## config.mk

```make
export PLATFORM = sky130hd
export DESIGN_NAME = reset_strap_sampler
export DESIGN_NICKNAME = d
export VERILOG_FILES = /design/src/logic/reset_strap_pkg.sv /design/src/logic/reset_strap_sampler.sv
export VERILOG_INCLUDE_DIRS = /design/src /design/src/logic
export SDC_FILE = /design/constraint.sdc
export NUM_CORES = 1
export LEC_CHECK = 0
export CORE_MARGIN = 2
export CORE_UTILIZATION = 43
export CTS_CLUSTER_SIZE = 40
export DETAILED_ROUTE_END_ITERATION = 8
export DONT_BUFFER_PORTS = 1
export GPL_ROUTABILITY_DRIVEN = 1
export MAX_ROUTING_LAYER = met4
export PLACE_DENSITY = 0.59
export SLEW_MARGIN = 20
export SYNTH_ARGS = -nofsm -noshare
export SYNTH_HDL_FRONTEND = slang
export SYNTH_SLANG_ARGS = --single-unit
```

## constraint.sdc

```tcl
create_clock -name clock_i -period 4.3 [get_ports clock_i]
set_clock_uncertainty 0.15 [all_clocks]
set_input_delay 0 -clock clock_i [delete_from_list [all_inputs] [get_ports clock_i]]
set_output_delay 0 -clock clock_i [all_outputs]
set_load 0.02 [all_outputs]
```

## src/logic/reset_strap_defines.svh

```systemverilog
// Constants for the reset strap sampler
`ifndef RESET_STRAP_DEFINES_SVH
`define RESET_STRAP_DEFINES_SVH
`define STRAP_NUM_PINS      16
`define STRAP_PROTO_PIN     9
`define STRAP_HIGH_PIN      8
`define STRAP_SEL_WIDTH     4
`define STRAP_IDX_WIDTH     8
`define STRAP_DEF_SEL_LSB   0
`define STRAP_FUNC_WIDTH    2
`define STRAP_FUNC_NONE     2'h0
`define STRAP_FUNC_SEL      2'h1
`define STRAP_FUNC_EEDIS    2'h2
`define STRAP_FUNC_ADDR     2'h3
`endif

```

## src/logic/reset_strap_pkg.sv

```systemverilog
// Types for the reset strap sampler
`default_nettype none
package reset_strap_pkg;
  typedef enum logic [1:0] {
    ST_RESET   = 2'h0,
    ST_CAPTURE = 2'h1,
    ST_HOLD    = 2'h2
  } strap_state_e;
  typedef enum logic {
    PROTO_SPI = 1'h0,
    PROTO_I2C = 1'h1
  } host_proto_e;
endpackage
`default_nettype wire

```

## src/logic/reset_strap_sampler.sv

```systemverilog
// Strap sampler capturing pin levels at master reset release
//
// Summary of operation
// Capture all pins at reset release edge
// Pin 9 low SPI, high I2C
// Board holds pin 8 high during reset
// Address pin level gives bit two, else zero
// Several address pins: highest index wins
// Address strap ignored in SPI mode
// High disable pin stops EEPROM reads
// Several disable pins combine as OR
// No selector pins: use pins 3 to 0
// Undriven default selectors give configuration 15
// Selector bits ordered by pin index
// Few selectors fill low bits, zeros above
// More than four selectors widen index
// Selection ignored on unprogrammed parts
// Function map from factory block, else default
// Strap results writable after reset; code lets writes change only the protocol and address bit
// Defaults: clocks off, pins inputs
// Every pin pulled up by default
// Integrator avoids test-port and reused pins
// Checksum failure keeps register defaults
// SPI mode skips EEPROM search
// Captured values held until next reset
`include "reset_strap_defines.svh"
`default_nettype none
module reset_strap_sampler #(
  parameter int NUM_PINS  = `STRAP_NUM_PINS,
  parameter int IDX_WIDTH = `STRAP_IDX_WIDTH,
  parameter int NUM_CLK   = 12
) (
  // Clock and reset
  input  wire logic                               clock_i,
  input  wire logic                               rst_i,
  input  wire logic                               master_reset_low_i,
  // Pins and factory map
  input  wire logic [NUM_PINS-1:0]                pin_i,
  input  wire logic [NUM_PINS*`STRAP_FUNC_WIDTH-1:0] func_map_i,
  input  wire logic                               map_valid_i,
  // Configuration loader status
  input  wire logic                               otp_programmed_i,
  input  wire logic                               cfg_load_i,
  input  wire logic                               cfg_csum_ok_i,
  // Later serial port writes
  input  wire logic                               wr_proto_i,
  input  wire logic                               wr_proto_val_i,
  input  wire logic                               wr_addr_i,
  input  wire logic                               wr_addr_val_i,
  // Strap results
  output logic                                    proto_i2c_o,
  output logic                                    slave_addr_bit_two_o,
  output logic                                    eeprom_search_o,
  output logic [IDX_WIDTH-1:0]                    startup_config_set_o,
  output logic                                    cfg_sel_valid_o,
  output logic                                    cfg_apply_o,
  output logic                                    strap_valid_o,
  output logic                                    pin8_fault_o,
  // Pin defaults
  output logic [NUM_PINS-1:0]                     pin_pullup_o,
  output logic [NUM_PINS-1:0]                     pin_oe_o,
  output logic [NUM_CLK-1:0]                      clk_out_en_o
);

  ////////////////////////////////////////////////////////////////////////////
  // Function map per pin
  logic [NUM_PINS-1:0] is_sel;
  logic [NUM_PINS-1:0] is_eedis;
  logic [NUM_PINS-1:0] is_addr;

  genvar g;
  generate
    for (g = 0; g < NUM_PINS; g++) begin : g_map
      logic [`STRAP_FUNC_WIDTH-1:0] f;
      // Without a valid factory map no pin sees any assignment
      assign f = map_valid_i ? func_map_i[g*`STRAP_FUNC_WIDTH +: `STRAP_FUNC_WIDTH]
                             : `STRAP_FUNC_NONE;
      assign is_sel[g]   = (f == `STRAP_FUNC_SEL);
      assign is_eedis[g] = (f == `STRAP_FUNC_EEDIS);
      assign is_addr[g]  = (f == `STRAP_FUNC_ADDR);
    end
  endgenerate

  ////////////////////////////////////////////////////////////////////////////
  // Release edge detect and sequencing
  reset_strap_pkg::strap_state_e state_q;
  logic                          mr_q;
  logic                          release_edge;

  always_ff @(posedge clock_i or posedge rst_i) begin
    if (rst_i) begin
      mr_q <= 1'h0;
    end else begin
      mr_q <= master_reset_low_i;
    end
  end

  assign release_edge = master_reset_low_i & ~mr_q;

  always_ff @(posedge clock_i or posedge rst_i) begin
    if (rst_i) begin
      state_q <= reset_strap_pkg::ST_RESET;
    end else begin
      case (state_q)
        reset_strap_pkg::ST_RESET: begin
          if (release_edge) begin
            state_q <= reset_strap_pkg::ST_CAPTURE;
          end
        end
        reset_strap_pkg::ST_CAPTURE: begin
          // A reset pulse here must not strand the machine in hold
          if (!master_reset_low_i) begin
            state_q <= reset_strap_pkg::ST_RESET;
          end else begin
            state_q <= reset_strap_pkg::ST_HOLD;
          end
        end
        reset_strap_pkg::ST_HOLD: begin
          if (!master_reset_low_i) begin
            state_q <= reset_strap_pkg::ST_RESET;
          end
        end
        default: begin
          state_q <= reset_strap_pkg::ST_RESET;
        end
      endcase
    end
  end

  ////////////////////////////////////////////////////////////////////////////
  // Pin capture, held until the next reset release
  logic [NUM_PINS-1:0] pins_q;
  logic                valid_q;
  logic                pin8_low_q;

  always_ff @(posedge clock_i or posedge rst_i) begin
    if (rst_i) begin
      pins_q <= '1;
    end else if (release_edge) begin
      pins_q <= pin_i;
    end
  end

  always_ff @(posedge clock_i or posedge rst_i) begin
    if (rst_i) begin
      valid_q <= 1'h0;
    end else if (!master_reset_low_i) begin
      valid_q <= 1'h0;
    end else if (state_q == reset_strap_pkg::ST_CAPTURE) begin
      // Rises with the loaded results, so no stale index or search leaks out
      valid_q <= 1'h1;
    end
  end

  // Pin 8 low while reset is held is the board's fault; flagged only
  always_ff @(posedge clock_i or posedge rst_i) begin
    if (rst_i) begin
      pin8_low_q <= 1'h0;
    end else if (release_edge) begin
      pin8_low_q <= 1'h0;
    end else if (!master_reset_low_i && !pin_i[`STRAP_HIGH_PIN]) begin
      pin8_low_q <= 1'h1;
    end
  end

  ////////////////////////////////////////////////////////////////////////////
  // Decode of captured levels
  logic                 addr_bit;
  logic                 eedis;
  logic [IDX_WIDTH-1:0] sel_idx;
  logic                 any_sel;

  always_comb begin
    addr_bit = 1'h0;
    for (int i = 0; i < NUM_PINS; i++) begin
      if (is_addr[i]) begin
        addr_bit = pins_q[i];
      end
    end
  end

  assign eedis   = |(is_eedis & pins_q);
  assign any_sel = |is_sel;

  always_comb begin
    int unsigned k;
    k = 0;
    sel_idx = '0;
    if (!any_sel) begin
      sel_idx[`STRAP_SEL_WIDTH-1:0] =
        pins_q[`STRAP_DEF_SEL_LSB +: `STRAP_SEL_WIDTH];
    end else begin
      for (int i = 0; i < NUM_PINS; i++) begin
        if (is_sel[i] && k < IDX_WIDTH) begin
          sel_idx[k] = pins_q[i];
          k = k + 1;
        end
      end
    end
  end

  ////////////////////////////////////////////////////////////////////////////
  // Result registers; protocol and address bit writable
  logic proto_q;
  logic addr_q;
  logic [IDX_WIDTH-1:0] idx_q;
  logic eedis_q;

  always_ff @(posedge clock_i or posedge rst_i) begin
    if (rst_i) begin
      proto_q <= 1'h1;
    end else if (state_q == reset_strap_pkg::ST_CAPTURE) begin
      proto_q <= pins_q[`STRAP_PROTO_PIN];
    end else if (wr_proto_i) begin
      proto_q <= wr_proto_val_i;
    end
  end

  always_ff @(posedge clock_i or posedge rst_i) begin
    if (rst_i) begin
      addr_q <= 1'h0;
    end else if (state_q == reset_strap_pkg::ST_CAPTURE) begin
      addr_q <= addr_bit;
    end else if (wr_addr_i) begin
      addr_q <= wr_addr_val_i;
    end
  end

  always_ff @(posedge clock_i or posedge rst_i) begin
    if (rst_i) begin
      idx_q   <= '0;
      eedis_q <= 1'h0;
    end else if (state_q == reset_strap_pkg::ST_CAPTURE) begin
      idx_q   <= sel_idx;
      eedis_q <= eedis;
    end
  end

  ////////////////////////////////////////////////////////////////////////////
  // Outputs
  assign proto_i2c_o          = proto_q;
  assign slave_addr_bit_two_o = (proto_q == reset_strap_pkg::PROTO_I2C) & addr_q;
  assign eeprom_search_o      = valid_q & proto_q & ~eedis_q;
  assign startup_config_set_o = idx_q;
  assign cfg_sel_valid_o      = valid_q & otp_programmed_i;
  // A bad checksum leaves the defaults in place
  assign cfg_apply_o          = cfg_sel_valid_o & cfg_load_i & cfg_csum_ok_i;
  assign strap_valid_o        = valid_q;
  assign pin8_fault_o         = pin8_low_q;
  assign pin_pullup_o         = '1;
  assign pin_oe_o             = '0;
  assign clk_out_en_o         = '0;

  ////////////////////////////////////////////////////////////////////////////
  // Checks
  localparam int CNT_W = $clog2(NUM_PINS + 1);
  logic [CNT_W-1:0] sel_count;

  // Selector count, read only by the width check
  always_comb begin
    sel_count = '0;
    for (int i = 0; i < NUM_PINS; i++) begin
      sel_count = sel_count + CNT_W'(is_sel[i]);
    end
  end

  AST_CAPTURE_HOLD: assert property (@(posedge clock_i) disable iff (rst_i)
    (state_q == reset_strap_pkg::ST_HOLD && master_reset_low_i) |=> $stable(pins_q))
    else $error("Captured pins changed while held");
  AST_CAPTURE_EDGE: assert property (@(posedge clock_i) disable iff (rst_i)
    release_edge |=> (pins_q == $past(pin_i)))
    else $error("Pins not captured at release");
  AST_PROTO: assert property (@(posedge clock_i) disable iff (rst_i)
    (state_q == reset_strap_pkg::ST_CAPTURE) |=> (proto_q == $past(pins_q[`STRAP_PROTO_PIN])))
    else $error("Protocol not taken from pin 9");
  AST_ADDR_SPI: assert property (@(posedge clock_i) disable iff (rst_i)
    !proto_q |-> !slave_addr_bit_two_o)
    else $error("Address bit active in SPI mode");
  AST_ADDR_NONE: assert property (@(posedge clock_i) disable iff (rst_i)
    (state_q == reset_strap_pkg::ST_CAPTURE && !(|is_addr)) |=> !addr_q)
    else $error("Address bit set with no address pin");
  AST_EE_SPI: assert property (@(posedge clock_i) disable iff (rst_i)
    !proto_q |-> !eeprom_search_o)
    else $error("EEPROM search in SPI mode");
  AST_EE_OR: assert property (@(posedge clock_i) disable iff (rst_i)
    (state_q == reset_strap_pkg::ST_CAPTURE && |(is_eedis & pins_q)) |=> !eeprom_search_o)
    else $error("EEPROM disable pin ignored");
  AST_DEF_SEL: assert property (@(posedge clock_i) disable iff (rst_i)
    (state_q == reset_strap_pkg::ST_CAPTURE && !any_sel)
      |=> (idx_q == IDX_WIDTH'($past(pins_q[3:0]))))
    else $error("Default selector index wrong");
  AST_CSUM: assert property (@(posedge clock_i) disable iff (rst_i)
    !cfg_csum_ok_i |-> !cfg_apply_o)
    else $error("Configuration applied despite bad checksum");
  AST_UNPROG: assert property (@(posedge clock_i) disable iff (rst_i)
    !otp_programmed_i |-> !cfg_sel_valid_o)
    else $error("Selection valid on unprogrammed part");
  // Nothing qualifies the results before they are loaded
  AST_NO_EARLY: assert property (@(posedge clock_i) disable iff (rst_i)
    (state_q == reset_strap_pkg::ST_CAPTURE) |-> (!eeprom_search_o && !cfg_sel_valid_o))
    else $error("Stale results qualified during capture");
  AST_EE_STRAP_SPI: assert property (@(posedge clock_i) disable iff (rst_i)
    (state_q == reset_strap_pkg::ST_CAPTURE && !pins_q[`STRAP_PROTO_PIN]) |=> !eeprom_search_o)
    else $error("EEPROM search after SPI strap");
  AST_EE_NONE: assert property (@(posedge clock_i) disable iff (rst_i)
    (state_q == reset_strap_pkg::ST_CAPTURE && !(|is_eedis) && master_reset_low_i
      && pins_q[`STRAP_PROTO_PIN]) |=> eeprom_search_o)
    else $error("EEPROM search missing with no disable pin");
  AST_PIN8_FLAG: assert property (@(posedge clock_i) disable iff (rst_i)
    (!master_reset_low_i && !pin_i[`STRAP_HIGH_PIN]) |=> pin8_fault_o)
    else $error("Pin 8 low in reset not flagged");
  AST_PIN8_CLEAR: assert property (@(posedge clock_i) disable iff (rst_i)
    release_edge |=> !pin8_fault_o)
    else $error("Pin 8 flag not cleared at release");
  AST_ONE_CAPTURE: assert property (@(posedge clock_i) disable iff (rst_i)
    release_edge |=> (state_q == reset_strap_pkg::ST_CAPTURE))
    else $error("Release edge did not start a capture");
  AST_HOLD_IDX: assert property (@(posedge clock_i) disable iff (rst_i)
    (state_q == reset_strap_pkg::ST_HOLD && master_reset_low_i) |=> $stable(idx_q))
    else $error("Configuration index changed while held");
  AST_VALID_DROP: assert property (@(posedge clock_i) disable iff (rst_i)
    !master_reset_low_i |=> !strap_valid_o)
    else $error("Strap results valid during master reset");
  AST_WR_PROTO: assert property (@(posedge clock_i) disable iff (rst_i)
    (wr_proto_i && state_q != reset_strap_pkg::ST_CAPTURE)
      |=> (proto_q == $past(wr_proto_val_i)))
    else $error("Protocol write lost");
  AST_WR_ADDR: assert property (@(posedge clock_i) disable iff (rst_i)
    (wr_addr_i && state_q != reset_strap_pkg::ST_CAPTURE)
      |=> (addr_q == $past(wr_addr_val_i)))
    else $error("Address bit write lost");
  AST_ADDR_TOP: assert property (@(posedge clock_i) disable iff (rst_i)
    (state_q == reset_strap_pkg::ST_CAPTURE && is_addr[NUM_PINS-1])
      |=> (addr_q == $past(pins_q[NUM_PINS-1])))
    else $error("Highest address pin not used");
  AST_SEL_LOW: assert property (@(posedge clock_i) disable iff (rst_i)
    (state_q == reset_strap_pkg::ST_CAPTURE && any_sel
      && sel_count <= CNT_W'(`STRAP_SEL_WIDTH)) |=> ((idx_q >> `STRAP_SEL_WIDTH) == '0))
    else $error("Unused upper selector bits not zero");

  COV_I2C: cover property (@(posedge clock_i) disable iff (rst_i)
    (state_q == reset_strap_pkg::ST_CAPTURE) ##1 proto_q);
  COV_SPI: cover property (@(posedge clock_i) disable iff (rst_i)
    (state_q == reset_strap_pkg::ST_CAPTURE) ##1 !proto_q);
  COV_CFG15: cover property (@(posedge clock_i) disable iff (rst_i)
    valid_q && idx_q == IDX_WIDTH'(15));
  COV_APPLY: cover property (@(posedge clock_i) disable iff (rst_i) cfg_apply_o);
  COV_PIN8: cover property (@(posedge clock_i) disable iff (rst_i) pin8_low_q);

endmodule
`default_nettype wire

```

==> flow_summary.html <==
<table>
<tr><th>Metric</th><th>Value</th></tr>
<tr><th colspan="2">Logic synthesis</th></tr>
<tr><td>Flops &amp; latches, synth</td><td>32</td></tr>
<tr><td>Post-synthesis async set-or-reset flop share</td><td>100%</td></tr>
<tr><td>Most used flip-flop cell after synthesis</td><td>sky130_fd_sc_hd__dfstp_2</td></tr>
<tr><td>Share of the synthesized area in compound gates (AO/OA/AOI/OAI)</td><td>between 20% and 30%</td></tr>
<tr><td>Adder-cell share of the synthesized area</td><td>3.25%</td></tr>
<tr><td>Area fraction in and, or, nand and nor cells after synthesis</td><td>between 30% and 40%</td></tr>
<tr><td>Number of warnings reported in the yosys synthesis log</td><td>0</td></tr>
<tr><td>Multiplexer share of the synthesized area</td><td>16.2%</td></tr>
<tr><td>Number of flops mapped to enable cells by yosys</td><td>0</td></tr>
<tr><td>Gate count after technology mapping</td><td>810</td></tr>
<tr><td>Sequential fraction of the synthesis area</td><td>12.9%</td></tr>
<tr><td>Combinational family with the most area after synthesis</td><td>simple AND/OR/NAND/NOR gates</td></tr>
<tr><td>Netlist Area Pre-Place</td><td>roughly 6400 µm²</td></tr>
<tr><td>Post-synthesis xor/xnor area fraction</td><td>~5.3%</td></tr>
<tr><td>Post-Synthesis Mean Instance Area</td><td>7.89 µm²</td></tr>
<tr><td>Netlist cell types</td><td>108</td></tr>
<tr><th colspan="2">CTS</th></tr>
<tr><td>Clock buffers created by TritonCTS</td><td>5</td></tr>
<tr><td>Clock insertion delay at the later pin of the skew report</td><td>0.28 ns</td></tr>
<tr><td>TritonCTS clock tree</td><td>built</td></tr>
<tr><td>Longest Clk Path Bufs</td><td>2</td></tr>
<tr><td>CTS root buf</td><td>sky130_fd_sc_hd__clkbuf_16</td></tr>
<tr><td>Clock transition at the registers of the reported paths</td><td>0.06 ns</td></tr>
<tr><td>H-tree depth</td><td>2</td></tr>
<tr><td>TritonCTS sink count</td><td>32</td></tr>
<tr><th colspan="2">Timing</th></tr>
<tr><td>Remaining max-slew budget at the tightest pin</td><td>29.4%</td></tr>
<tr><td>Period minus WS final</td><td>7.96 ns</td></tr>
<tr><td>Slew at the pin closest to its max-slew limit</td><td>1.05 ns</td></tr>
<tr><td>Max Transition Viols Final</td><td>0</td></tr>
<tr><td>Worst Slack Setup Final</td><td>-3.66 ns</td></tr>
<tr><td>Number of hold violations in the final report</td><td>0</td></tr>
<tr><td>Highest achievable clock rate</td><td>126 MHz</td></tr>
<tr><td>Unrepaired setup endpoints after global routing</td><td>yes</td></tr>
<tr><td>Ratio of final minimum period to clock period</td><td>185%</td></tr>
<tr><td>Count of endpoints failing setup in the final report</td><td>8</td></tr>
<tr><th colspan="2">Detailed routing</th></tr>
<tr><td>Ratio of routed vias to standard cells</td><td>slightly below 6</td></tr>
<tr><td>Detailed Routing Iterations Pass 1</td><td>5</td></tr>
<tr><td>Via count</td><td>roughly 7200</td></tr>
<tr><td>Wire length reported by the detailed router</td><td>22.5 mm</td></tr>
<tr><td>Routed length per placed instance</td><td>about 18 µm</td></tr>
<tr><td>Remaining antenna violation count</td><td>0</td></tr>
<tr><td>Iteration-0 DRC Markers</td><td>590</td></tr>
<tr><td>DRC violations left</td><td>0</td></tr>
<tr><th colspan="2">Floorplan</th></tr>
<tr><td>Number of rows in the core area</td><td>44</td></tr>
<tr><td>Std-Cell Core Area</td><td>between 10000 and 15000 µm²</td></tr>
<tr><td>Die extent in x</td><td>around 130 µm</td></tr>
<tr><td>Effective utilization at floorplan</td><td>44.0%</td></tr>
<tr><td>Overall die height</td><td>126 µm</td></tr>
<tr><td>Die outline area</td><td>15900 µm²</td></tr>
<tr><td>Number of placed I/O pins</td><td>~120</td></tr>
<tr><th colspan="2">Min path</th></tr>
<tr><td>Worst min-delay path class</td><td>in2out</td></tr>
<tr><td>Hold path start</td><td>cfg_load_i</td></tr>
<tr><th colspan="2">Pwr</th></tr>
<tr><td>Power per unit of standard cell area</td><td>243 nW/µm²</td></tr>
<tr><td>Maximum vdd ir drop</td><td>approximately 0.32 mV</td></tr>
<tr><td>Standby leakage power</td><td>3.70 nW</td></tr>
<tr><th colspan="2">Status</th></tr>
<tr><td>Violations in the final reports</td><td>setup timing</td></tr>
<tr><td>Result of the run</td><td>complete, but fails checks</td></tr>
<tr><th colspan="2">Critical path</th></tr>
<tr><td>Worst-path cell with the longest stage delay</td><td>sky130_fd_sc_hd__fa_2</td></tr>
<tr><td>Reg-to-Reg Start</td><td>pins_q[0]$_DFFE_PP1P_</td></tr>
<tr><td>Arr. time, crit path</td><td>7.97 ns</td></tr>
<tr><td>Nature of the critical path startpoint</td><td>primary input</td></tr>
<tr><td>Delay of the slowest cell on the worst path</td><td>about 0.48 ns</td></tr>
<tr><td>Critical path required time</td><td>4.32 ns</td></tr>
<tr><td>Critical path start-end classification</td><td>in2reg</td></tr>
<tr><td>Critical Path Source</td><td>map_valid_i</td></tr>
<tr><td>Critical path fanouts, max</td><td>24</td></tr>
<tr><td>Cell type with the highest occurrence count on the critical path</td><td>sky130_fd_sc_hd__ha_4</td></tr>
<tr><td>Critical Path Sink Type</td><td>flip-flop</td></tr>
<tr><th colspan="2">Global routing</th></tr>
<tr><td>Total track usage</td><td>28.4%</td></tr>
<tr><td>Via count of the first global-routing pass</td><td>7086</td></tr>
<tr><td>Initial antenna violation count</td><td>0</td></tr>
<tr><td>Largest net degree at the start of global routing</td><td>33</td></tr>
<tr><td>First-pass GRT wire length</td><td>about 36 mm</td></tr>
<tr><td>Remaining global-route overflow</td><td>0</td></tr>
<tr><th colspan="2">Place</th></tr>
<tr><td>GP Congestion</td><td>0.979</td></tr>
<tr><td>Post-placement cell count</td><td>1161</td></tr>
<tr><td>Placed wire-length estimate</td><td>18.2 mm</td></tr>
<tr><td>Number of buffer cells added on primary ports</td><td>0</td></tr>
<tr><td>Placed inst area</td><td>8090 µm²</td></tr>
<tr><th colspan="2">Final layout</th></tr>
<tr><td>Post-layout nets</td><td>between 1000 and 1500</td></tr>
<tr><td>Non-filler instance count after layout</td><td>1217</td></tr>
<tr><td>Fraction of final layout cells with drive strength greater than 1</td><td>41.8%</td></tr>
<tr><td>Post-route cell area</td><td>approximately 8800 µm²</td></tr>
<tr><td>Area Growth Syn to Fin</td><td>38.1%</td></tr>
<tr><th colspan="2">Flow run</th></tr>
<tr><td>Reported max-cap violation count</td><td>0</td></tr>
</table>
-- critical path: cells and delay by family --
| kind | cells | cell delay [ns] |
|---|---|---|
| adder cells (fa/ha/maj) | 11 | 2.83 |
| XOR/XNOR | 1 | 0.19 |
| AO/OA/AOI/OAI | 8 | 1.72 |
| AND/OR/NAND/NOR | 12 | 1.68 |
| multiplexers | 4 | 0.84 |
| buffers and inverters | 8 | 0.68 |
-- cell type report --
class | instances | area, µm²
Antenna cell | 1 | 2.50
Clock buffer | 5 | 125
Clock inverter | 3 | 46.3
Fill cell | 1293 | 5710
Inverter | 20 | 83.8
Multi-Input combinational cell | 722 | 5560
Sequential cell | 32 | 822
Tap cell | 184 | 230
Timing Repair Buffer | 250 | 1960
-- metal layers --
| layer | vias up | GRT usage [%] | wire length, µm |
|---|---|---|---|
| li1 | 3403 | - | - |
| met1 | 3426 | 38.4 | 10300 |
| met2 | 320 | 45.7 | 10200 |
| met3 | 38 | 4.55 | 1670 |
| met4 | 0 | 4.52 | 297 |
| met5 | - | - | 0 |
-- sequential cells by signal, indices dropped and copies added (netlist names) --
name,cells
addr_q,1
pin8_fault_o,1
state_q,2
eedis_q,1
pins_q,16
mr_q,1
strap_valid_o,1
proto_i2c_o,1
startup_config_set_o,8
-- kinds of logic (layout without fill, tap and decap cells) --
logic type	Yosys count	after routing
AO/OA/AOI/OAI	173	173
flip-flops	32	32
adder cells (fa/ha/maj)	16	16
XOR/XNOR	23	23
other	2	45
multiplexers	92	92
AND/OR/NAND/NOR	374	374
buffers and inverters	98	278
-- report_power, final --
part | total [W] | switching, W | internal, W
Clock | 0.000420 | 0.000145 | 0.000275
Combinational | 0.00126 | 0.000641 | 0.000621
Sequential | 0.000465 | 0.0000992 | 0.000366
Total | 0.00215 | 0.000886 | 0.00126
-- per-stage QoR --
| step | worst slack (ns) | total power [W] | setup TNS [ns] | util [%] | hold WS [ns] |
|---|---|---|---|---|---|
| 5_1_grt | -3.97 | 0.00227 | -30.83 | 60.7 | 0.0584 |
| 4_1_cts | -3.62 | 0.00209 | -28.19 | 59.9 | 0.0602 |
| 2_1_floorplan | -5.19 | 0.00123 | -39.40 | - | -0.119 |
| 3_3_place_gp | -4.11 | 0.00158 | -32.07 | 55.7 | -0.153 |
| 3_5_place_dp | -4.42 | 0.00160 | -34.27 | 55.7 | -0.148 |
| 6_report | -3.66 | 0.00215 | -28.35 | 60.7 | 0.0588 |
-- worst paths after layout --
kind                                                       end  slack, ns  cells after the start
setup / recovery           startup_config_set_o[4]$_DFFE_PP0P_      -3.66                     44
hold / removal                                     cfg_apply_o       0.06                      1
hold reg to reg                         state_q[0]$_DFFE_PP0P_       0.32                      1
setup reg to reg                            addr_q$_DFFE_PP0P_       0.44                     15
min in group asynchronous  startup_config_set_o[3]$_DFFE_PP0P_       0.12                      3
max in group asynchronous                pins_q[5]$_DFFE_PP1P_       3.54                      3
-- cells in the mapped netlist, drive strengths merged, types with 9 or more instances --
cell type | instances | share of area [%]
nand2 | 101 | 6.1
mux2 | 65 | 12
nor2 | 64 | 3.9
buf | 56 | 6.3
nand3 | 46 | 3.8
nor3 | 31 | 2.6
o21ai | 28 | 2.4
mux2i | 27 | 4.6
a21oi | 22 | 1.7
clkbuf | 22 | 1.3
inv | 19 | 1.1
a31oi | 18 | 2.0
dfstp | 17 | 7.0
nand2b | 16 | 1.7
nor4 | 16 | 1.8
xnor2 | 16 | 3.0
dfrtp | 15 | 5.9
ha | 15 | 2.9
or3 | 15 | 1.5
nand3b | 14 | 2.0
nor2b | 14 | 1.4
nand4 | 13 | 1.3
o211ai | 12 | 1.6
and3 | 10 | 0.98
a211oi | 9 | 1.4
-- timing repair --
action | in CTS | in global routing
setup buffers | 18 | 6
endpoints found under the hold margin | 56 | 0
hold buffers | 25 | 0
pin swaps | 34 | 8
resized for setup | 16 | 19
endpoints found under the setup margin | 8 | 8
-- placed cells by master (no fill, tap or decap), types with 8 or more instances in the layout --
cell type / instances
sky130_fd_sc_hd__buf_4: 220
sky130_fd_sc_hd__nand2_1: 92
sky130_fd_sc_hd__mux2_2: 60
sky130_fd_sc_hd__nor2_1: 56
sky130_fd_sc_hd__conb_1: 44
sky130_fd_sc_hd__nand3_1: 43
sky130_fd_sc_hd__nor3_1: 28
sky130_fd_sc_hd__dlygate4sd3_1: 25
sky130_fd_sc_hd__mux2i_1: 24
sky130_fd_sc_hd__o21ai_0: 23
sky130_fd_sc_hd__a21oi_1: 19
sky130_fd_sc_hd__dfstp_2: 17
sky130_fd_sc_hd__a31oi_1: 15
sky130_fd_sc_hd__dfrtp_1: 15
sky130_fd_sc_hd__nand2b_1: 14
sky130_fd_sc_hd__nor4_1: 14
sky130_fd_sc_hd__nor2b_1: 13
sky130_fd_sc_hd__or3_1: 13
sky130_fd_sc_hd__nand4_1: 13
sky130_fd_sc_hd__nand3b_1: 12
sky130_fd_sc_hd__ha_4: 12
sky130_fd_sc_hd__o211ai_1: 10
sky130_fd_sc_hd__xnor2_1: 9
sky130_fd_sc_hd__inv_2: 8
sky130_fd_sc_hd__inv_1: 8
No activity file was read; power rests on OpenSTA's default activity.
